`config.mk`:
```
export PLATFORM = sky130hd
export DESIGN_NAME = gst_timer
export DESIGN_NICKNAME = d
export VERILOG_FILES = /design/src/design/gst_pkg.sv /design/src/design/gst_timer.sv
export VERILOG_INCLUDE_DIRS = /design/src /design/src/design
export SDC_FILE = /design/constraint.sdc
export NUM_CORES = 1
export LEC_CHECK = 0
export BUFFER_PORTS_ARGS = -buffer_cell sky130_fd_sc_hd__buf_2
export CAP_MARGIN = 20
export CORE_UTILIZATION = 50
export DETAILED_ROUTE_END_ITERATION = 8
export GPL_ROUTABILITY_DRIVEN = 1
export GPL_TIMING_DRIVEN = 1
export PLACE_DENSITY_LB_ADDON = 0.3
export SLEW_MARGIN = 20
export SYNTH_ARGS = -nofsm -noshare
export SYNTH_HDL_FRONTEND = slang
export SYNTH_SLANG_ARGS = --single-unit
```
`constraint.sdc`:
```
create_clock -name clk_sys -period 2.35 [get_ports clk_sys]
set_input_delay 0.47 -clock clk_sys [delete_from_list [all_inputs] [get_ports clk_sys]]
set_output_delay 0.47 -clock clk_sys [all_outputs]
set_load 0.02 [all_outputs]
```
`src/design/gst_defs.svh`:
```
`ifndef GST_DEFS_SVH
`define GST_DEFS_SVH

// Clock source select codes.
`define GST_CS_INSTR 2'h0
`define GST_CS_SYS 2'h1
`define GST_CS_EXT 2'h2

// System clock select code that picks the secondary oscillator.
`define GST_SCS_SEC_OSC 2'h1

// Gate source select codes.
`define GST_GSS_PIN 2'h0
`define GST_GSS_MATCH 2'h1
`define GST_GSS_CMP1 2'h2
`define GST_GSS_CMP2 2'h3

// Prescale select codes and the matching low-bit masks of the prescale counter.
`define GST_PS_DIV1 2'h0
`define GST_PS_DIV2 2'h1
`define GST_PS_DIV4 2'h2
`define GST_PS_DIV8 2'h3
`define GST_MASK_DIV1 3'h0
`define GST_MASK_DIV2 3'h1
`define GST_MASK_DIV4 3'h3
`define GST_MASK_DIV8 3'h7

// Reset values and limits.
`define GST_CNT_RESET 16'h0000
`define GST_CNT_MAX 16'hffff
`define GST_CNT_ONE 16'h0001
`define GST_PRE_RESET 3'h0
`define GST_PRE_ONE 3'h1
`define GST_DIV_RESET 2'h0
`define GST_DIV_ONE 2'h1
`define GST_DIV_LAST 2'h3

`endif

```
`src/design/gst_pkg.sv`:
```
package gst_pkg;

  // Static configuration of one timer instance, as software set it.
  typedef struct packed {
    logic timer_on;           // Master on bit.
    logic gate_enable;        // Counting follows the gate when set.
    logic gate_polarity;      // Gate level that lets the counter run.
    logic [1:0] gate_select;  // Gate source choice.
    logic [1:0] clock_select; // Clock source choice.
    logic sec_osc_enable;     // Own request for the secondary oscillator.
    logic sync_disable;       // Bypass the count input synchronizer.
    logic [1:0] prescale_select; // Divide by 1, 2, 4 or 8.
  } gst_cfg_t;

  // Readiness of the external count input after a write or a disable.
  typedef enum logic [1:0] {
    GST_WAIT_LOW = 2'b01,
    GST_READY = 2'b10
  } gst_arm_t;

endpackage

```
`src/design/gst_timer.sv`:
```
// Operation
// 16-bit counter, byte writes update live count.
// Instruction clock gives one count per cycle.
// On bit and gate enable decide counting.
// Clock select picks system, instruction, pin, oscillator.
// One secondary oscillator shared by three instances.
// System clock gives four counts per instruction.
// External pin counts on rising edges.
// Falling edge needed before first counted rise.
// Prescaler divides by 1, 2, 4 or 8.
// Prescaler hidden, cleared on any byte write.
// Oscillator enabled by enables, go bit, select.
// Running oscillator keeps going during sleep.
// Software waits for oscillator start before enabling.
// Sync disable bypasses the count input synchronizer.
// Async external counting continues and wakes in sleep.
// Mode switch may lose or add one count.
// Gate accepts pin, match or comparator sources.
// Gate level equal to polarity lets counting run.
// Wrap to zero sets sticky overflow flag.
`include "gst_defs.svh"

module gst_timer (
  // Clock and reset.
  input wire logic clk_sys,
  input wire logic nrst,
  // Configuration.
  input wire gst_pkg::gst_cfg_t cfg,
  input wire logic [1:0] other_sec_osc_enable,
  input wire logic sec_osc_go,
  input wire logic [1:0] system_clock_select,
  input wire logic sleep,
  // Counter byte writes.
  input wire logic wr_high,
  input wire logic wr_low,
  input wire logic [7:0] wr_data,
  // Overflow flag clear strobe.
  input wire logic overflow_clear,
  // Pins and gate sources.
  input wire logic count_input_pin,
  input wire logic sec_osc_in_pin,
  input wire logic gate_pin,
  input wire logic gate_match,
  input wire logic gate_cmp1,
  input wire logic gate_cmp2,
  // Counter value and status.
  output logic [7:0] count_high_byte,
  output logic [7:0] count_low_byte,
  output logic overflow_flag,
  output logic wake_pulse,
  output logic sec_osc_running,
  output logic sec_osc_out_pin
);
  import gst_pkg::*;

  //////////////////////////////////////////////////////////////////////////////
  // State.

  logic [15:0] cnt;        // Live counter.
  logic [15:0] next_cnt;
  logic [2:0] pre;         // Hidden prescale counter.
  logic [2:0] next_pre;
  logic [1:0] instr_div;   // Divide by four for the instruction clock.
  logic [1:0] next_instr_div;
  logic pin_s1;            // First synchronizer stage, read only by pin_s2.
  logic pin_s2;            // Second synchronizer stage.
  logic pin_direct;        // Unsynchronized sample for the bypass path.
  logic osc_q;             // Sample of the oscillator input.
  logic ext_prev;          // Previous external level for edge detection.
  logic next_ext_prev;
  gst_arm_t arm;           // Low level seen since the last write or disable.
  gst_arm_t next_arm;
  logic next_overflow_flag;
  logic next_wake_pulse;
  logic next_sec_osc_running;
  logic next_sec_osc_out_pin;

  // Decoded combinational terms.
  logic wr_any;            // Either byte written this cycle.
  logic ext_level;         // Selected external count level.
  logic src_tick;          // One event of the selected clock source.
  logic [2:0] pre_mask;    // Prescale counter bits that must be all ones.
  logic pre_tick;          // Clock event after the prescaler.
  logic gate_level;        // Selected gate source level.
  logic count_en;          // On bit and gate allow counting.
  logic sleep_ok;          // Source keeps running in the present power state.
  logic inc;               // Counter advances this cycle unless a byte is written.
  logic wrap;              // Counter wraps from all ones to zero.

  //////////////////////////////////////////////////////////////////////////////
  // Input sampling.

  // The async bypass reads its own flop, so the synchronizer's first stage
  // stays private to the second stage.
  always_ff @(posedge clk_sys or negedge nrst) begin
    if (!nrst) begin
      pin_s1 <= 1'b0;
      pin_s2 <= 1'b0;
      pin_direct <= 1'b0;
      osc_q <= 1'b0;
    end else begin
      pin_s1 <= count_input_pin;
      pin_s2 <= pin_s1;
      pin_direct <= count_input_pin;
      osc_q <= sec_osc_in_pin;
    end
  end

  //////////////////////////////////////////////////////////////////////////////
  // Secondary oscillator.

  // The amplifier runs whenever any requester wants it; sleep does not stop it.
  always_comb begin
    next_sec_osc_running = cfg.sec_osc_enable | (|other_sec_osc_enable) | sec_osc_go
      | (system_clock_select == `GST_SCS_SEC_OSC);
    // The amplifier output inverts the crystal input only while running.
    next_sec_osc_out_pin = next_sec_osc_running & ~osc_q;
  end

  always_ff @(posedge clk_sys or negedge nrst) begin
    if (!nrst) begin
      sec_osc_running <= 1'b0;
      sec_osc_out_pin <= 1'b0;
    end else begin
      sec_osc_running <= next_sec_osc_running;
      sec_osc_out_pin <= next_sec_osc_out_pin;
    end
  end

  //////////////////////////////////////////////////////////////////////////////
  // Clock source, gate and prescaler.

  always_comb begin
    wr_any = wr_high | wr_low;
    next_instr_div = instr_div + `GST_DIV_ONE;
    // The oscillator takes over the external path when this instance enables it.
    if (cfg.sec_osc_enable) begin
      ext_level = osc_q;
    end else if (cfg.sync_disable) begin
      ext_level = pin_direct;
    end else begin
      ext_level = pin_s2;
    end
    // Switching the sync path may present a spurious or missed edge once.
    next_ext_prev = ext_level;
    // Clock source selection; the unused code gives no events.
    if (cfg.clock_select == `GST_CS_SYS) begin
      src_tick = 1'b1;
    end else if (cfg.clock_select == `GST_CS_INSTR) begin
      src_tick = (instr_div == `GST_DIV_LAST);
    end else if (cfg.clock_select == `GST_CS_EXT) begin
      src_tick = ext_level & ~ext_prev & (arm == GST_READY);
    end else begin
      src_tick = 1'b0;
    end
    // Gate source selection; all sources are taken at full clock rate.
    if (cfg.gate_select == `GST_GSS_PIN) begin
      gate_level = gate_pin;
    end else if (cfg.gate_select == `GST_GSS_MATCH) begin
      gate_level = gate_match;
    end else if (cfg.gate_select == `GST_GSS_CMP1) begin
      gate_level = gate_cmp1;
    end else begin
      gate_level = gate_cmp2;
    end
    count_en = cfg.timer_on & (~cfg.gate_enable | (gate_level == cfg.gate_polarity));
    // Only the unsynchronized external path has a clock while asleep.
    sleep_ok = ~sleep | ((cfg.clock_select == `GST_CS_EXT) & cfg.sync_disable);
    if (cfg.prescale_select == `GST_PS_DIV1) begin
      pre_mask = `GST_MASK_DIV1;
    end else if (cfg.prescale_select == `GST_PS_DIV2) begin
      pre_mask = `GST_MASK_DIV2;
    end else if (cfg.prescale_select == `GST_PS_DIV4) begin
      pre_mask = `GST_MASK_DIV4;
    end else begin
      pre_mask = `GST_MASK_DIV8;
    end
    // The prescaler only sees events that the enable and gate let through.
    pre_tick = src_tick & count_en & sleep_ok & ((pre & pre_mask) == pre_mask);
    if (wr_any) begin
      next_pre = `GST_PRE_RESET;
    end else if (src_tick & count_en & sleep_ok) begin
      next_pre = pre + `GST_PRE_ONE;
    end else begin
      next_pre = pre;
    end
  end

  always_ff @(posedge clk_sys or negedge nrst) begin
    if (!nrst) begin
      instr_div <= `GST_DIV_RESET;
      pre <= `GST_PRE_RESET;
      ext_prev <= 1'b0;
    end else begin
      instr_div <= next_instr_div;
      pre <= next_pre;
      ext_prev <= next_ext_prev;
    end
  end

  //////////////////////////////////////////////////////////////////////////////
  // Falling edge arming of the count input.

  // A write or a disable forgets any low level seen, so the next rise only
  // counts after the input has been low again.
  always_comb begin
    next_arm = arm;
    case (arm)
      GST_WAIT_LOW: begin
        if (!wr_any && cfg.timer_on && !ext_level) begin
          next_arm = GST_READY;
        end
      end
      GST_READY: begin
        if (wr_any || !cfg.timer_on) begin
          next_arm = GST_WAIT_LOW;
        end
      end
      default: begin
        next_arm = GST_WAIT_LOW;
      end
    endcase
  end

  always_ff @(posedge clk_sys or negedge nrst) begin
    if (!nrst) begin
      arm <= GST_WAIT_LOW;
    end else begin
      arm <= next_arm;
    end
  end

  //////////////////////////////////////////////////////////////////////////////
  // Counter and overflow.

  // A byte write beats an increment in the same cycle; software should stop
  // the timer before writing an asynchronously running count.
  always_comb begin
    inc = pre_tick;
    wrap = inc & ~wr_any & (cnt == `GST_CNT_MAX);
    if (wr_high && wr_low) begin
      next_cnt = {wr_data, wr_data};
    end else if (wr_high) begin
      next_cnt = {wr_data, cnt[7:0]};
    end else if (wr_low) begin
      next_cnt = {cnt[15:8], wr_data};
    end else if (inc) begin
      next_cnt = cnt + `GST_CNT_ONE;
    end else begin
      next_cnt = cnt;
    end
    // A wrap in the clear cycle keeps the flag set.
    next_overflow_flag = wrap | (overflow_flag & ~overflow_clear);
    next_wake_pulse = wrap & sleep;
  end

  always_ff @(posedge clk_sys or negedge nrst) begin
    if (!nrst) begin
      cnt <= `GST_CNT_RESET;
      overflow_flag <= 1'b0;
      wake_pulse <= 1'b0;
    end else begin
      cnt <= next_cnt;
      overflow_flag <= next_overflow_flag;
      wake_pulse <= next_wake_pulse;
    end
  end

  // The byte outputs are the live counter flops.
  always_comb begin
    count_high_byte = cnt[15:8];
    count_low_byte = cnt[7:0];
  end
endmodule

```
==> results.ini, run 1 <==
[setup_path]
arrival_ns=2.29
rrSetupSlack_ns=0.27
critPathKind=reg -> reg
crit_fanout=7
r2r_end=cnt[15]
r2r-start=pre[0]
cp.required_ns=2.56
slowest_stage=a311oi_1
path_cells=nor2b_1, a311oi_1, nor4_1, nand4_1, xor2_1, o21ai_0
cp-end-kind=register
worst-r2r-cell-count=6
cp-start-kind=register
slowest_delay_ns=0.73

[cells_and_area]
layout.nets=275
fillCellCount=260
insertedDiodeCount=0
multi_input_area_sq_um=853
regArea_sq_um=777
syn_to_final_growth_pct=24.5
drive_gt1_share_pct=32.5
post-route-util_pct=67.4

[routing]
wl_per_cell_um=13.1
ant_nets=0
drt_iter0_markers=94
vias=1506
via_per_inst=5.36
drc_errors=0
routed_wl_mm=3.69
dr.pass1.iters=4

[timing]
rsz0062_at_grt=no
whs_ns=0.165
drv_slew=0
skew_ns=0.00885
slew_headroom_pct=40.2
worst_slew_pin_slew_ns=0.891
hold_violations=0
fin_tns_setup_ns=0
fmax_ghz=0.481
fin_crit_sh_pct=88.4
finalSetupViolCount=0
period_minus_slack_ns=2.08

[run]
drv_cap=0

[synth]
yosys.area.top_type=dfrtp_1
synth_commonest_cells=30 x dfrtp_1, 19 x nand2_1, 17 x o21ai_0
syn_area_per_cell_sq_um=9.67
yosys_most_used_dff=dfrtp_1
yosys_register_bits=31
yosysSeqAreaShare_pct=45.9
async_flop_share_pct=100
synth_edf_count=0
synth_warnings=0
yosysMostFrequentCell=dfrtp_1
synthCells=175
ys_types=39
synth_top_cell_area_share_pct=44.3
synth_area_sq_um=1690
synth_area_leaders=dfrtp_1 44%, xor2_1 6.7%, o21ai_0 5.0%
syn_nets=214

[clock_network]
clock_latency_ns=0.33
numCtsBuffers=5
cts_setup_buffers=0
postCtsHoldBufs=0
htree_levels=2
cts_resized=0
clockBufferDepth=2
cts.sinks=31
cts_root_buf=clkbuf_4
clk_pin_slew_ns=0.09
cts_tree=yes

[placed_design]
finalWeightedCongestion=0.772
port_buffers=55
place_hpwl_mm=2.85

[global_routing]
grt_pass1_wl_mm=6.02
grt_pass1_vias=1393
grt-ovfl-total=0
grt_max_degree=32
antenna_found_initial=0
grtUsageTotal_pct=23.2

[die]
die-area_sq_um=3620
fp.coreArea_sq_um=3130
die_x_um=60.2
initial_core_util_pct=54.1
io_pins=56
die_y_um=60.2
rows=20

[power]
p_per_area_nw_per_um2=557
power_leakage_nw=0.994
vdd_drop_max_mv=0.353

[outcome]
outcome=finished, final reports clean

[min_path]
hold_path_class=in -> async

-- metrics by stage --
step           cells  instance area, sq um  power (mW)  setup slack, ns
2_1_floorplan    175                  1690       0.729            0.399
3_3_place_gp     273                  2040       0.828            0.214
3_5_place_dp     273                  2040       0.833            0.205
4_1_cts          281                  2110        1.19            0.289
5_1_grt          281                  2110        1.24            0.109
6_report         281                  2110        1.17            0.273
-- critical path: cells and delay by family, from the launching register on --
family,cells,cell delay [ns]
AOI/OAI and AO/OA,2,0.82
and+or+nand+nor,3,0.57
DFF,1,0.42
xor gates and xnor gates,1,0.16
-- layout make-up --
cell class	instances	share of cell area (%)
Clock buffer	8	3.26
Inverter	9	1.60
Multi-Input combinational cell	128	40.5
Sequential cell	31	36.9
Tap cell	44	2.61
Timing Repair Buffer	61	15.2
-- worst max-delay path by stage --
stage	start	to	slack [ns]	cells after the start
final	pre[0]	cnt[15]	0.27	6
after global routing	pre[0]	cnt[15]	0.11	6
after CTS	pre[0]	cnt[15]	0.29	6
after detailed placement	cfg[4]	cnt[4]	0.20	8
after global placement	cfg[4]	cnt[4]	0.21	8
after floorplan	cfg[4]	overflow_flag	0.40	6
-- where the power goes --
part	internal (mW)	switching, mW
combinational	0.0911	0.132
clock	0.176	0.176
sequential	0.566	0.0336
total	0.833	0.341
-- cells by family (layout without fill, tap and decap cells) --
group | after synthesis | in the layout | share of synthesized area [%]
simple gates | 78 | 78 | 26.1
compound gates | 26 | 26 | 10.7
fa+ha+maj | 3 | 3 | 2.22
xor+xnor | 16 | 16 | 8.28
flops | 31 | 31 | 45.9
buf+inv | 16 | 78 | 3.70
mux | 5 | 5 | 3.10
-- placed cells by master, fill, tap and decap left out, types with 6 or more instances in the layout --
cell type,netlist,layout
dfrtp_1,30,30
nand2_1,19,19
o21ai_0,17,17
inv_1,9,9
buf_4,0,6
buf_2,2,55
xor2_1,13,13
nand3_1,11,11
and3_1,6,6
nand4_1,9,9
-- sequential cells by signal, summed over array words and instances (netlist names) --
name / cells
osc_q: 1
ext_prev: 1
arm: 2
wake_pulse: 1
sec_osc_out_pin: 1
cnt: 16
instr_div: 2
sec_osc_running: 1
pin_s2: 1
pin_direct: 1
overflow_flag: 1
pre: 3
-- layer usage --
metal | GRT usage, % | share of wire, %
met1 | 29.6 | 46
met2 | 37.2 | 46
met3 | 5.84 | 6.0
met5 | 0 | 0
met4 | 9.97 | 1.4
No activity file was read; power rests on OpenSTA's default activity.
==> run 2: changes to the inputs <==
- CELL_PAD_IN_SITES_DETAIL_PLACEMENT: not set -> 0
- CELL_PAD_IN_SITES_GLOBAL_PLACEMENT: not set -> 1
- CORE_UTILIZATION: 50 -> 37
==> results.ini, run 2 (synthesized netlist as in run 1, its figures left out) <==
[clock_network]
cts_root_buf=clkbuf_8
postCtsHoldBufs=0
cts_tree=yes
cts.sinks=31
clk_pin_slew_ns=0.06
clockBufferDepth=2
clock_latency_ns=0.28
cts_setup_buffers=0
cts_resized=0
numCtsBuffers=5
htree_levels=2

[cells_and_area]
insertedDiodeCount=0
post-route-util_pct=49.3
largestRegisters=cnt: 16 flops, pre: 3 flops
layout.nets=278
drive_gt1_share_pct=33.3
syn_to_final_growth_pct=27.8
layout_commonest_cell=buf_2
largest_register_ff_count=16
regMostFlops=cnt
final_cell_mix=55 x buf_2, 30 x dfrtp_1, 19 x nand2_1

[power]
p_per_area_nw_per_um2=581
finalPower_mw=1.26
vdd_drop_max_mv=0.371
power_leakage_nw=1.02

[setup_path]
path_cells=and3_1, nand3_1, nor4_1, nand3_1, or4_1, nand3_1
crit_fanout=6
cp-end-kind=register
arrival_ns=2.18
slowest_delay_ns=0.44
r2r-start=cnt[2]
rrSetupSlack_ns=0.39
r2r_end=cnt[14]
cp.required_ns=2.57
slowest_stage=dfrtp_1
cp-start-kind=register
endpoint=cnt[14]
startpoint=cnt[2]
critPathKind=reg -> reg
worst-r2r-cell-count=6
cp_common_cell=nand3_1

[routing]
drc_errors=0
routed_wl_mm=3.94
drt_iter0_markers=49
wl_per_cell_um=13.5
vias=1505
ant_nets=0
via_per_inst=5.15
dr.pass1.iters=4

[timing]
fin_crit_sh_pct=83.4
skew_ns=0.00444
worst_slew_pin_slew_ns=0.695
fin_tns_setup_ns=0
slew_headroom_pct=53.7
finalSetupViolCount=0
drv_slew=0
setup_ws_ns=0.391
rsz0062_at_grt=no
fmax_ghz=0.510
hold_violations=0
period_minus_slack_ns=1.96

[global_routing]
grt_pass1_wl_mm=6.95
antenna_found_initial=0
grt_max_degree=32
grtUsageTotal_pct=18.3
grt-ovfl-total=0
grt_pass1_vias=1474

[die]
die-area_sq_um=4850
io_pins=56
initial_core_util_pct=38.6
fp.coreArea_sq_um=4380
die_y_um=69.6
die_x_um=69.6
rows=24

[placed_design]
pre_cts_slack_ns=0.181
finalWeightedCongestion=0.828
place_hpwl_mm=2.99
port_buffers=55

[min_path]
hold_path_class=in -> async

[run]
drv_cap=0

[outcome]
outcome=finished, final reports clean

## run 2: cell count changes in the layout (fill, tap and decap cells not counted), sizes merged
cell,before,now
clkinv,0,1
clkbuf,8,7
buf,61,64
## run 2: how the worst min path moves through the flow
| stage | start | to | slack (ns) | cells past startpoint |
|---|---|---|---|---|
| final | nrst | wake_pulse | 0.22 | 1 |
| after global routing | nrst | cnt[14] | 0.27 | 1 |
| after detailed placement | pin_direct | pin_s2 | 0.37 | 0 |
| after CTS | nrst | pin_direct | 0.26 | 1 |
| after floorplan | nrst | arm[1] | 0.17 | 0 |
| after global placement | pin_direct | pin_s2 | 0.36 | 0 |
## run 2: through the flow
stage	instance area, sq um	std cells	hold slack (ns)
after floorplan	1690	175	0.174
after global placement	2070	284	0.360
after detailed placement	2070	284	0.370
after CTS	2160	292	0.256
after global routing	2160	292	0.272
final	2160	292	0.220
## run 2: per-layer routing
layer / global-route usage (%) / part of all wire [%] / vias to the layer above
li1: - / - / 749
met1: 24.5 / 47 / 714
met2: 26.9 / 45 / 31
met3: 5.38 / 5.2 / 11
met4: 9.33 / 3.0 / 0
met5: 0 / 0 / -
## run 2: final cells by class
cell class                      count  area (sq um)
Timing Repair Buffer               64           343
Fill cell                         419          2220
Multi-Input combinational cell    128           853
Clock inverter                      1          5.00
Clock buffer                        7          86.3
Tap cell                           52          65.1
Inverter                            9          33.8
Sequential cell                    31           777
## run 2: report_power, final
part           total [mW]  internal (mW)  switching (mW)
Sequential          0.600          0.567          0.0336
Clock               0.433          0.236           0.197
Combinational       0.223         0.0921           0.131
Total                1.26          0.895           0.362
## run 2: critical path, delay by kind of cell (launching register included)
kind | cells | cell delay, ns
DFF | 1 | 0.44
and+or+nand+nor | 6 | 1.44
==> run 3: changes to the inputs <==
- CORE_UTILIZATION: 37 -> 33
- clock period: 2.35 -> 1.76 ns (I/O delays scaled with it)
==> results.ini, run 3 (synthesized netlist as in run 1, its figures left out) <==
[clock_network]
cts_tree=yes
cts_root_buf=clkbuf_8
cts.sinks=31
clockBufferDepth=2
postCtsHoldBufs=0
clock_latency_ns=0.28
numCtsBuffers=5
htree_levels=2
clk_pin_slew_ns=0.07

[die]
initial_core_util_pct=35.1
fp.coreArea_sq_um=4820
io_pins=56
rows=25
die_x_um=73.6
die_y_um=73.6
die-area_sq_um=5420

[placed_design]
place_hpwl_mm=3.23
finalWeightedCongestion=0.764
port_buffers=55

[min_path]
hold_path_class=in -> async

[cells_and_area]
largest_register_ff_count=16
final_cell_mix=55 x buf_2, 30 x dfrtp_1, 26 x buf_4
drive_gt1_share_pct=45.2
regArea_sq_um=777
syn_to_final_growth_pct=48.8
layout_commonest_cell=buf_2
layout.nets=301
post-route-util_pct=52.3
largestRegisters=cnt: 16 flops, pre: 3 flops
multi_input_area_sq_um=987
fillCellCount=499
regMostFlops=cnt
insertedDiodeCount=0

[routing]
routed_wl_mm=4.38
drt_iter0_markers=49
via_per_inst=4.78
dr.pass1.iters=4
vias=1577
ant_nets=0
wl_per_cell_um=13.3
drc_errors=0

[setup_path]
crit_fanout=6
arrival_ns=2.03
cp.required_ns=1.93
critPathKind=reg -> reg
cp-end-kind=register
cp-start-kind=register

[timing]
drv_slew=0
skew_ns=0.00534
hold_violations=0
whs_ns=0.0101
finalSetupViolCount=12
worst_slew_pin_slew_ns=0.497
setup_ws_ns=-0.0994
fmax_ghz=0.538
period_minus_slack_ns=1.86
rsz0062_at_grt=yes
fin_crit_sh_pct=106
slew_headroom_pct=66.6

[power]
p_per_area_nw_per_um2=687
vdd_drop_max_mv=0.502
finalPower_mw=1.73
power_leakage_nw=1.15

[outcome]
failed_checks=setup timing
outcome=finished, violations left

[global_routing]
antenna_found_initial=0
grtUsageTotal_pct=18.3
grt_pass1_wl_mm=7.34
grt-ovfl-total=0
grt_max_degree=32
grt_pass1_vias=1577

[run]
drv_cap=0

[run 3: changes by cell type in the layout (fill, tap and decap cells not counted), moves of 4 or more]
cell / previous run / this run
buf_4: 9 / 26
o21ai_1: 0 / 11
nand3_1: 11 / 5
nand3_2: 0 / 4
buf_6: 0 / 4
o21ai_0: 17 / 5
[run 3: repair_timing]
action	CTS	global route
setup endpoints to repair	19	21
cloned	1	0
resized for setup	26	10
buffers inserted	4	2
hold endpoints to repair	0	0
pin swaps	9	11
[run 3: final timing paths]
kind | depth (start not counted) | start | to | slack, ns
min in group clk_sys | 1 | count_input_pin | pin_direct | 0.17
max | 8 | arm[0] | cnt[4] | -0.1
max reg2reg | 8 | arm[0] | cnt[4] | -0.1
min reg2reg | 0 | pin_direct | pin_s2 | 0.37
max in group asynchronous | 2 | nrst | arm[0] | 1.52
min | 2 | nrst | pin_s2 | 0.01
[run 3: stage by stage]
| stage | std cells | area, sq um | TNS, ns | worst slack (ns) |
|---|---|---|---|---|
| global placement | 317 | 2270 | -3.56 | -0.254 |
| finish | 330 | 2520 | -0.577 | -0.0994 |
| detailed placement | 317 | 2270 | -4.10 | -0.293 |
| global route | 330 | 2520 | -2.24 | -0.213 |
| CTS | 330 | 2460 | -1.12 | -0.145 |
| floorplan | 175 | 1720 | -0.182 | -0.0577 |
[run 3: worst max-delay path: stages, from the launching register on]
cell and delay [ns]:
dfstp_2 0.39, nor4b_4 0.25, o2111ai_2 0.16, a32oi_4 0.21, buf_12 0.15, buf_6 0.10
nand3_2 0.07, xnor2_1 0.14, mux2_2 0.26
[run 3: layout make-up]
cell class / instances / area share [%]
Clock buffer: 7 / 3.03
Inverter: 9 / 1.34
Timing Repair Buffer: 87 / 22.1
Multi-Input combinational cell: 128 / 39.2
Tap cell: 67 / 3.33
Sequential cell: 31 / 30.8
Clock inverter: 1 / 0.199
[run 3: metal layers]
metal  vias to the layer above  wire length [um]  global-route usage [%]
li1                        795                 -                       -
met1                       728              2140                    24.3
met2                        45              1920                    28.4
met3                         9               225                    3.98
met4                         0                98                    7.91
met5                         -                 0                       0
[run 3: power by group]
part / total, mW / internal (mW) / switching [mW]
Clock: 0.538 / 0.277 / 0.261
Combinational: 0.407 / 0.181 / 0.226
Sequential: 0.787 / 0.756 / 0.0304
Total: 1.73 / 1.21 / 0.517
